**src/inc/tcc_pkg.sv**
```systemverilog
// Package: register map, field layout, resets, timing and carrier types for the timer/counter
// Summary of operation
// - Tick rate is 16 MHz over two-to-prescaler
// - At or below 1 MHz, use slow clock
// - Start task runs, stop task halts
// - Restart resumes from the held count
// - Timer mode adds one per tick
// - Counter mode adds one per increment task
// - Increment task ignored in timer mode
// - Counter width setting sets maximum value
// - Past maximum, wrap to zero, continue
// - Clear task forces count to zero
// - Snapshot task n copies count to slot
// - Match event when increment reaches slot value
// - Compare only bits within counter width
// - Clear, increment, stop act within one cycle
// - Stop beats start in same period
// - Resolution is one prescaled tick
// - Four slots with snapshot tasks and events
// - Per-slot option: match applies clear task
package tcc_pkg;

	// Clocking
	localparam int unsigned CLK_HZ       = 40_000_000;
	localparam int unsigned FAST_HZ      = 16_000_000;
	localparam int unsigned SLOW_HZ      = 1_000_000;
	localparam int unsigned SLOW_DIV     = FAST_HZ / SLOW_HZ;
	localparam logic [5:0]  ACC_STEP     = 6'(FAST_HZ / 1_000_000);
	localparam logic [5:0]  ACC_WRAP     = 6'(CLK_HZ / 1_000_000);
	localparam logic [3:0]  SLOW_LAST    = 4'(SLOW_DIV - 1);
	localparam logic [3:0]  SLOW_SHIFT   = 4'h4;

	// Sizes
	localparam int unsigned NSLOT        = 4;
	localparam int unsigned AW           = 12;

	// Register offsets (byte addresses)
	localparam logic [11:0] OFS_START    = 12'h000;
	localparam logic [11:0] OFS_STOP     = 12'h004;
	localparam logic [11:0] OFS_COUNT    = 12'h008;
	localparam logic [11:0] OFS_CLEAR    = 12'h00c;
	localparam logic [11:0] OFS_SNAP0    = 12'h040;
	localparam logic [11:0] OFS_MATCH0   = 12'h140;
	localparam logic [11:0] OFS_SHORTS   = 12'h200;
	localparam logic [11:0] OFS_INTEN    = 12'h300;
	localparam logic [11:0] OFS_MODE     = 12'h504;
	localparam logic [11:0] OFS_WIDTH    = 12'h508;
	localparam logic [11:0] OFS_PRESC    = 12'h510;
	localparam logic [11:0] OFS_SLOT0    = 12'h540;
	localparam logic [11:0] OFS_STATUS   = 12'h600;
	localparam logic [11:0] OFS_VALUE    = 12'h604;

	// Field positions and reset values
	localparam int unsigned TRIG_BIT     = 0;
	localparam int unsigned STAT_RUN_BIT = 0;
	localparam logic        MODE_TIMER   = 1'b0;
	localparam logic        MODE_COUNTER = 1'b1;
	localparam logic [1:0]  WIDTH_16     = 2'h0;
	localparam logic [1:0]  WIDTH_08     = 2'h1;
	localparam logic [1:0]  WIDTH_24     = 2'h2;
	localparam logic [1:0]  WIDTH_32     = 2'h3;
	localparam logic [1:0]  RST_WIDTH    = WIDTH_16;
	localparam logic [3:0]  RST_PRESC    = 4'h4;
	localparam logic        RST_MODE     = MODE_TIMER;

	// Task pulses from the event-task interconnect
	typedef struct packed {
		logic             start;
		logic             stop;
		logic             count;
		logic             clear;
		logic [NSLOT-1:0] snap;
	} tcc_task_t;

	// Mask of the active counter bits for a width setting
	function automatic logic [31:0] width_mask(input logic [1:0] sel);
		unique case (sel)
			WIDTH_08: width_mask = 32'h0000_00ff;
			WIDTH_24: width_mask = 32'h00ff_ffff;
			WIDTH_32: width_mask = 32'hffff_ffff;
			default:  width_mask = 32'h0000_ffff;
		endcase
	endfunction : width_mask

endpackage : tcc_pkg

```
**src/verilog/tcc_timer.sv**
```systemverilog
// Timer/counter top: prescaler, counter, task handling and APB register slave
//
// The register addresses and the APB interface to the registers were decided locally.
`timescale 1ns/1ps
`default_nettype none
module tcc_timer (
	input  wire logic                clock_i,     // System clock, 40 MHz
	input  wire logic                rst_i,       // Synchronous reset, high
	input  wire logic                psel_i,      // APB select
	input  wire logic                penable_i,   // APB enable
	input  wire logic                pwrite_i,    // APB write
	input  wire logic [11:0]         paddr_i,     // APB byte address
	input  wire logic [31:0]         pwdata_i,    // APB write data
	output logic      [31:0]         prdata_o,    // APB read data
	output logic                     pready_o,    // APB ready
	output logic                     pslverr_o,   // APB error, unmapped address
	input  wire tcc_pkg::tcc_task_t  task_i,      // Task pulses from interconnect
	output logic      [3:0]          match_evt_o, // Match event pulses
	output logic                     irq_o,       // Enabled match flag pending
	output logic                     running_o    // Counter is started
);

	typedef struct packed {
		logic [5:0]  acc;      // Fractional 16 MHz generator
		logic [3:0]  sdiv;     // 1 MHz divider
		logic [11:0] pcnt;     // Prescaler counter
		logic        run;
		logic        mode;
		logic [1:0]  width;
		logic [3:0]  presc;
		logic [31:0] count;
		logic [3:0]  flags;
		logic [3:0]  shorts;
		logic [3:0]  inten;
		logic        pclr;     // Clear pending from a match shortcut
		logic [3:0]  evt;
		logic        irq;
		logic [31:0] prdata;
		logic        pready;
		logic        pslverr;
	} tcc_st_t;

	tcc_st_t s_q;
	tcc_st_t s_d;

	logic [31:0] cc [tcc_pkg::NSLOT];
	logic [3:0]  match;
	logic [3:0]  snap_wr;
	logic [3:0]  slot_wr;
	logic [31:0] mask;
	logic [31:0] next_cnt;
	logic        inc;
	logic        tick;
	logic        fast_en;
	logic        slow_en;
	logic        src_en;
	logic        use_slow;
	logic [3:0]  shift;
	logic [11:0] plast;
	logic        wr;
	logic        hit;
	logic [31:0] rdata;
	logic        t_start;
	logic        t_stop;
	logic        t_count;
	logic        t_clear;
	logic [3:0]  t_snap;

	// Bus write takes effect at the edge where the master sees pready
	assign wr = psel_i && penable_i && s_q.pready && pwrite_i && hit;

	// Address decode and read mux
	always_comb begin
		hit   = 1'b1;
		rdata = 32'h0000_0000;
		unique case (paddr_i)
			tcc_pkg::OFS_START,
			tcc_pkg::OFS_STOP,
			tcc_pkg::OFS_COUNT,
			tcc_pkg::OFS_CLEAR:  rdata = 32'h0000_0000;
			tcc_pkg::OFS_SHORTS: rdata = {28'h000_0000, s_q.shorts};
			tcc_pkg::OFS_INTEN:  rdata = {28'h000_0000, s_q.inten};
			tcc_pkg::OFS_MODE:   rdata = {31'h0000_0000, s_q.mode};
			tcc_pkg::OFS_WIDTH:  rdata = {30'h0000_0000, s_q.width};
			tcc_pkg::OFS_PRESC:  rdata = {28'h000_0000, s_q.presc};
			tcc_pkg::OFS_STATUS: rdata = {31'h0000_0000, s_q.run};
			tcc_pkg::OFS_VALUE:  rdata = s_q.count;
			default:             hit = 1'b0;
		endcase
		for (int i = 0; i < tcc_pkg::NSLOT; i++) begin
			if (paddr_i == tcc_pkg::OFS_SNAP0 + 12'(4 * i)) begin
				hit   = 1'b1;
				rdata = 32'h0000_0000;
			end
			if (paddr_i == tcc_pkg::OFS_MATCH0 + 12'(4 * i)) begin
				hit   = 1'b1;
				rdata = {31'h0000_0000, s_q.flags[i]};
			end
			if (paddr_i == tcc_pkg::OFS_SLOT0 + 12'(4 * i)) begin
				hit   = 1'b1;
				rdata = cc[i];
			end
		end
	end

	// Software task writes merge with interconnect task pulses
	always_comb begin
		for (int i = 0; i < tcc_pkg::NSLOT; i++) begin
			snap_wr[i] = wr && paddr_i == tcc_pkg::OFS_SNAP0 + 12'(4 * i) && pwdata_i[tcc_pkg::TRIG_BIT];
			slot_wr[i] = wr && paddr_i == tcc_pkg::OFS_SLOT0 + 12'(4 * i);
		end
	end
	assign t_start = task_i.start || (wr && paddr_i == tcc_pkg::OFS_START && pwdata_i[tcc_pkg::TRIG_BIT]);
	assign t_stop  = task_i.stop  || (wr && paddr_i == tcc_pkg::OFS_STOP  && pwdata_i[tcc_pkg::TRIG_BIT]);
	assign t_count = task_i.count || (wr && paddr_i == tcc_pkg::OFS_COUNT && pwdata_i[tcc_pkg::TRIG_BIT]);
	assign t_clear = task_i.clear || (wr && paddr_i == tcc_pkg::OFS_CLEAR && pwdata_i[tcc_pkg::TRIG_BIT]);
	assign t_snap  = task_i.snap | snap_wr;

	// 16 MHz enable from 40 MHz by fractional accumulation, 1 MHz by sixteen
	assign fast_en  = (s_q.acc + tcc_pkg::ACC_STEP) >= tcc_pkg::ACC_WRAP;
	assign slow_en  = fast_en && (s_q.sdiv == tcc_pkg::SLOW_LAST);
	// Slow source once the tick rate is 1 MHz or less, to save power
	assign use_slow = s_q.presc >= tcc_pkg::SLOW_SHIFT;
	assign src_en   = use_slow ? slow_en : fast_en;
	assign shift    = use_slow ? s_q.presc - tcc_pkg::SLOW_SHIFT : s_q.presc;
	// Divide by two to the prescaler; settings assumed stable while running
	assign plast    = 12'((32'h1 << shift) - 32'h1);
	// At or above the limit, so a phase left over from a larger prescaler cannot stall the tick
	assign tick     = s_q.run && src_en && (s_q.pcnt >= plast);

	// Timer mode counts ticks, counter mode counts tasks only
	assign inc = s_q.run && (s_q.mode == tcc_pkg::MODE_TIMER ? tick : t_count);

	// Masking the sum wraps past the width maximum to zero
	assign mask     = tcc_pkg::width_mask(s_q.width);
	assign next_cnt = (s_q.count + 32'h1) & mask;

	// Capture/compare slots
	for (genvar g = 0; g < tcc_pkg::NSLOT; g++) begin : g_slot
		tcc_slot u_slot (
			.clock_i (clock_i),
			.rst_i   (rst_i),
			.wr_i    (slot_wr[g]),
			.wdata_i (pwdata_i),
			.snap_i  (t_snap[g]),
			.cnt_i   (s_q.count),
			.next_i  (next_cnt),
			.inc_i   (inc && !(t_clear || s_q.pclr)),
			.mask_i  (mask),
			.cc_o    (cc[g]),
			.match_o (match[g])
		);
	end

	// Next state
	always_comb begin
		s_d         = s_q;
		s_d.evt     = 4'h0;
		s_d.pready  = 1'b0;
		s_d.pslverr = 1'b0;

		// Rate generators run freely
		if (fast_en) begin
			s_d.acc  = s_q.acc + tcc_pkg::ACC_STEP - tcc_pkg::ACC_WRAP;
			s_d.sdiv = s_q.sdiv + 4'h1;
		end else begin
			s_d.acc = s_q.acc + tcc_pkg::ACC_STEP;
		end

		// Prescaler holds its phase while stopped
		if (s_q.run && src_en) begin
			s_d.pcnt = (s_q.pcnt >= plast) ? 12'h000 : s_q.pcnt + 12'h001;
		end

		// Stop wins over a simultaneous start; count is never touched here
		if (t_stop) begin
			s_d.run = 1'b0;
		end else if (t_start) begin
			s_d.run = 1'b1;
		end

		// Clear has priority over an increment in the same cycle
		if (t_clear || s_q.pclr) begin
			s_d.count = 32'h0000_0000;
		end else if (inc) begin
			s_d.count = next_cnt;
		end

		// Shortcut clears on the cycle after the match so the value is seen
		s_d.pclr = |(match & s_q.shorts);
		s_d.evt  = match;

		// Configuration writes
		if (wr) begin
			unique case (paddr_i)
				tcc_pkg::OFS_SHORTS: s_d.shorts = pwdata_i[3:0];
				tcc_pkg::OFS_INTEN:  s_d.inten  = pwdata_i[3:0];
				tcc_pkg::OFS_MODE:   s_d.mode   = pwdata_i[0];
				tcc_pkg::OFS_WIDTH:  s_d.width  = pwdata_i[1:0];
				tcc_pkg::OFS_PRESC:  s_d.presc  = pwdata_i[3:0];
				default:             s_d.mode   = s_d.mode;
			endcase
		end

		// Sticky flags: writing zero clears, a new match wins
		for (int i = 0; i < tcc_pkg::NSLOT; i++) begin
			if (wr && paddr_i == tcc_pkg::OFS_MATCH0 + 12'(4 * i) && !pwdata_i[0]) begin
				s_d.flags[i] = 1'b0;
			end
		end
		s_d.flags = s_d.flags | match;
		s_d.irq   = |(s_d.flags & s_d.inten);

		// Ready one cycle into the access phase
		if (psel_i && penable_i && !s_q.pready) begin
			s_d.pready  = 1'b1;
			s_d.prdata  = rdata;
			s_d.pslverr = !hit;
		end
	end

	always_ff @(posedge clock_i) begin
		if (rst_i) begin
			s_q       <= '0;
			s_q.mode  <= tcc_pkg::RST_MODE;
			s_q.width <= tcc_pkg::RST_WIDTH;
			s_q.presc <= tcc_pkg::RST_PRESC;
		end else begin
			s_q <= s_d;
		end
	end

	// Outputs straight from state flops
	assign prdata_o    = s_q.prdata;
	assign pready_o    = s_q.pready;
	assign pslverr_o   = s_q.pslverr;
	assign match_evt_o = s_q.evt;
	assign irq_o       = s_q.irq;
	assign running_o   = s_q.run;

endmodule : tcc_timer
`default_nettype wire

```
**src/verilog/tcc_slot.sv**
```systemverilog
// One capture/compare slot: value storage, snapshot and masked match
`timescale 1ns/1ps
`default_nettype none
module tcc_slot (
	input  wire logic        clock_i,  // System clock
	input  wire logic        rst_i,    // Synchronous reset, high
	input  wire logic        wr_i,     // Software write strobe
	input  wire logic [31:0] wdata_i,  // Software write data
	input  wire logic        snap_i,   // Snapshot task pulse
	input  wire logic [31:0] cnt_i,    // Count before this edge
	input  wire logic [31:0] next_i,   // Count after this edge
	input  wire logic        inc_i,    // An increment happens now
	input  wire logic [31:0] mask_i,   // Active width mask
	output logic      [31:0] cc_o,     // Stored slot value
	output logic             match_o   // Match this cycle
);

	typedef struct packed {
		logic [31:0] cc;
	} tcc_slot_st_t;

	tcc_slot_st_t s_q;
	tcc_slot_st_t s_d;

	// Snapshot wins over a software write in the same cycle
	always_comb begin
		s_d = s_q;
		if (wr_i) begin
			s_d.cc = wdata_i;
		end
		if (snap_i) begin
			s_d.cc = cnt_i;
		end
	end

	always_ff @(posedge clock_i) begin
		if (rst_i) begin
			s_q <= '0;
		end else begin
			s_q <= s_d;
		end
	end

	// Only an increment can raise a match; upper bits are ignored
	assign match_o = inc_i && ((next_i & mask_i) == (s_q.cc & mask_i));
	assign cc_o    = s_q.cc;

endmodule : tcc_slot
`default_nettype wire

```
**config.mk**
```make
export PLATFORM = sky130hd
export DESIGN_NAME = tcc_timer
export DESIGN_NICKNAME = d
export VERILOG_FILES = /design/src/inc/tcc_pkg.sv /design/src/verilog/tcc_timer.sv /design/src/verilog/tcc_slot.sv
export SDC_FILE = /design/constraint.sdc
export NUM_CORES = 1
export LEC_CHECK = 0
export BUFFER_PORTS_ARGS = -buffer_cell sky130_fd_sc_hd__buf_2
export CAP_MARGIN = 10
export CORE_ASPECT_RATIO = 2
export CORE_MARGIN = 4
export CORE_UTILIZATION = 45
export DETAILED_ROUTE_END_ITERATION = 7
export PLACE_DENSITY = 0.65
export SYNTH_ARGS = -nofsm -noshare
export SYNTH_HDL_FRONTEND = slang
export SYNTH_HIERARCHICAL = 1
export SYNTH_SLANG_ARGS = --single-unit
```
**constraint.sdc**
```tcl
create_clock -name clock_i -period 5 [get_ports clock_i]
set_input_delay 0.75 -clock clock_i [delete_from_list [all_inputs] [get_ports clock_i]]
set_output_delay 0.75 -clock clock_i [all_outputs]
set_load 0.005 [all_outputs]
```
==> impl_metrics.json <==
{
  "synth_top_area_cell": "dfxtp_1",
  "placed_area_um2": 15200,
  "slew_headroom": 0.207,
  "totalPowerFinal_mw": 4.21,
  "syn-cell-area_um2": 14400,
  "max_stage_delay_ns": 0.46,
  "dieArea_um2": 35100,
  "routedWlPerCell_um": 22.7,
  "layout_commonest_cell": "nor2_1",
  "ys_ff_latch": 239,
  "clock_latency_ns": 0.55,
  "critPathKind": "reg -> reg",
  "clock_path_buffers": 3,
  "synth.avg_cell_area_um2": 8.08,
  "fin_setup_tns_ns": 0,
  "synthTopCellsByArea": "dfxtp_1 (33%), mux2i_1 (10%), nor2_1 (9.6%), xor2_1 (9.5%), a21oi_1 (6.2%)",
  "worst_slack_ns": 0.494,
  "crit_slowest_cell": "nor4_2",
  "yosys_warnings": 6,
  "post-route-min-period_ns": 4.51,
  "cts_setup_buffers": 0,
  "clk_pin_slew_ns": 0.07,
  "ir_worst_vdd_v": 0.000213,
  "p_switching_mw": 1.04,
  "hp-class": "in -> reg",
  "num_vias": 13599,
  "fin_area_um2": 16000,
  "crit_fanout": 12,
  "synthFlopType": "dfxtp_1",
  "drv_slew": 0,
  "drt_iter0_drc": 1242,
  "syn_inst": 1783,
  "drv_cap": 0,
  "status": "complete, no violations",
  "p_clk_frac": 0.461,
  "synth_edf_count": 0,
  "gp_congestion": 0.975,
  "place.port_buffers": 96,
  "synth-async-reset-ratio": 0,
  "overflow": 0,
  "worstPathArrival_ns": 4.97,
  "routed_wl_um": 51200,
  "timing.final.hold_violations": 0,
  "rows": 92,
  "start_util": 0.457,
  "rsz0062_at_grt": "no",
  "num_io_pins": 97,
  "critPathRequiredTime_ns": 5.47,
  "numCtsBuffers": 24,
  "ant_nets": 0,
  "p_leak_nw": 6.36,
  "crit_path_end_kind": "flop",
  "path_cells": "or3_1, ha_1, nor3_1, a21o_1, a22o_1, a22oi_1, ha_1, and4_1, o21ai_0, o211ai_1, a221oi_1, buf_4, o21a_1, nor4_2, nand4_1, nor4_2, a21oi_1, o22a_1, a21oi_1",
  "core-area_um2": 31500,
  "grt_pass1_vias": 13176,
  "cts_htree_levels": 1,
  "track_usage": 0.284,
  "diodes": 0,
  "fmax_ghz": 0.222,
  "antenna_found_initial": 0,
  "powerDensity_nw_per_um2": 263,
  "start_kind": "flop",
  "period_share": 0.901,
  "drive_above_1_share": 0.116,
  "cts_root_buf": "clkbuf_16",
  "final_cell_mix": "nor2_1 (366), dfxtp_1 (239), a21oi_1 (178)",
  "skew_ns": 0.0186,
  "hpwl_um": 35500,
  "synth_top_cell_area_share": 0.332,
  "tightest_slew_ns": 1.19,
  "p_int_mw": 3.17,
  "stdcell_count": 2260,
  "fin_nets": 1896,
  "die_w_um": 135,
  "cts_sinks": 239,
  "cts.repair.resized": 0,
  "first_pass_iters": 7,
  "dpl.cell_count": 2216,
  "reg2reg_depth": 19,
  "cts_hold_buf": 0,
  "cts_tree": "done",
  "drc": 0,
  "setup_violations": 0,
  "seq_power_share": 0.465,
  "vias_per_cell": 6.02,
  "p_comb_frac": 0.073,
  "grt_pass1_wl_um": 77500,
  "dp_slack_ns": 0.352,
  "die_h_um": 261,
  "synth-seq-area-share": 0.332,
  "sw_frac_of_total": 0.247,
  "grt_max_degree": 82,
  "ys_types": 64,
  "min_path_cells": 2,
  "area_delta_synth_final_pct": 11.2
}
-- registers in the layout, summed over array words and instances, names as in the netlist --
signal	cells
irq_o	1
g_slot.u_slot/cc_o	128
running_o	1
match_evt_o	4
pslverr_o	1
prdata_o	32
s_q	71
pready_o	1
-- power groups by stage --
stage               Sequential (mW)  Clock, mW  Combinational, mW
finish                         1.96       1.94              0.308
global route                   1.96       2.04              0.340
CTS                            1.96       1.98              0.308
detailed placement             2.00          0              0.306
global placement               2.00          0              0.300
floorplan                      1.99          0              0.192
-- area by class of cell --
| type | count | area, µm² |
|---|---|---|
| clock buffer | 37 | 751 |
| clock inverter | 7 | 87.6 |
| fill | 3184 | 15500 |
| inverter | 16 | 60.1 |
| multi-input combinational | 1405 | 8980 |
| sequential | 239 | 4780 |
| tap | 423 | 529 |
| timing repair buffer | 133 | 840 |
-- cells by family (layout without fill, tap and decap cells) --
group,count (synthesis),after routing,share of synthesized area
other cells,1,33,0.000260
mux,144,144,0.100
buf+inv,171,193,0.0565
compound gates,404,404,0.188
xor+xnor,176,176,0.107
flops,239,239,0.332
fa+ha+maj,20,20,0.0174
simple gates,628,628,0.199
-- critical path: cells and delay by family, from the launching register on --
| family | cells | cell delay [ns] |
|---|---|---|
| AOI/OAI and AO/OA | 10 | 1.38 |
| adders and majority gates | 2 | 0.68 |
| buffers and inverters | 1 | 0.17 |
| DFF | 1 | 0.42 |
| and+or+nand+nor | 6 | 1.78 |
-- metrics by stage --
stage                     hold slack [ns]  utilization
after floorplan                     0.449            -
after global placement              0.461        0.481
after detailed placement            0.475        0.481
after CTS                           0.373        0.508
after global routing                0.387        0.508
final                               0.393        0.508
-- worst paths after layout --
check,start,end,slack [ns]
worst min-delay path,task_i[6],running_o$_SDFFE_PP0P_,0.39
worst max-delay path,s_q[85]$_SDFFE_PP0P_,irq_o$_SDFF_PP0_,0.49
worst max register to register,s_q[85]$_SDFFE_PP0P_,irq_o$_SDFF_PP0_,0.49
worst min register to register,s_q[105]$_SDFFE_PP0N_,s_q[105]$_SDFFE_PP0N_,0.48
-- synthesized netlist by cell type (2+ instances only) --
| library cell | number |
|---|---|
| a2111oi_0 | 3 |
| and3_1 | 10 |
| nand3_1 | 45 |
| o21a_1 | 3 |
| nor4b_1 | 3 |
| nand3b_1 | 4 |
| nand4_1 | 31 |
| a211oi_1 | 3 |
| nor2_1 | 368 |
| a22o_1 | 14 |
| or4_1 | 6 |
| dfxtp_1 | 239 |
| o22ai_1 | 2 |
| clkbuf_1 | 76 |
| a31oi_1 | 3 |
| or3_1 | 7 |
| o22a_1 | 2 |
| a222oi_1 | 32 |
| nand2b_1 | 5 |
| mux2i_1 | 144 |
| or2_2 | 3 |
| nand2_1 | 82 |
| and2_1 | 15 |
| o21ai_0 | 38 |
| a311oi_1 | 17 |
| nor3b_1 | 2 |
| a221oi_1 | 10 |
| a22oi_1 | 71 |
| a221oi_2 | 8 |
| ha_1 | 20 |
| a21o_1 | 5 |
| nor3_1 | 16 |
| buf_1 | 13 |
| inv_1 | 16 |
| a21oi_1 | 178 |
| a211o_1 | 2 |
| xnor2_1 | 20 |
| buf_4 | 36 |
| nor4_2 | 6 |
| nor4_1 | 2 |
| xor2_1 | 156 |
| nor2b_1 | 7 |
| o211ai_1 | 5 |
| and4_1 | 6 |
| buf_2 | 30 |
-- routing by layer --
layer	GRT usage	up-vias	share of wire
met5	0	-	0
met4	0.240	0	0.097
met2	0.504	609	0.50
met1	0.292	6418	0.33
met3	0.0384	211	0.064
li1	-	6361	-
Note: power is estimated with default switching activity, not from simulation.
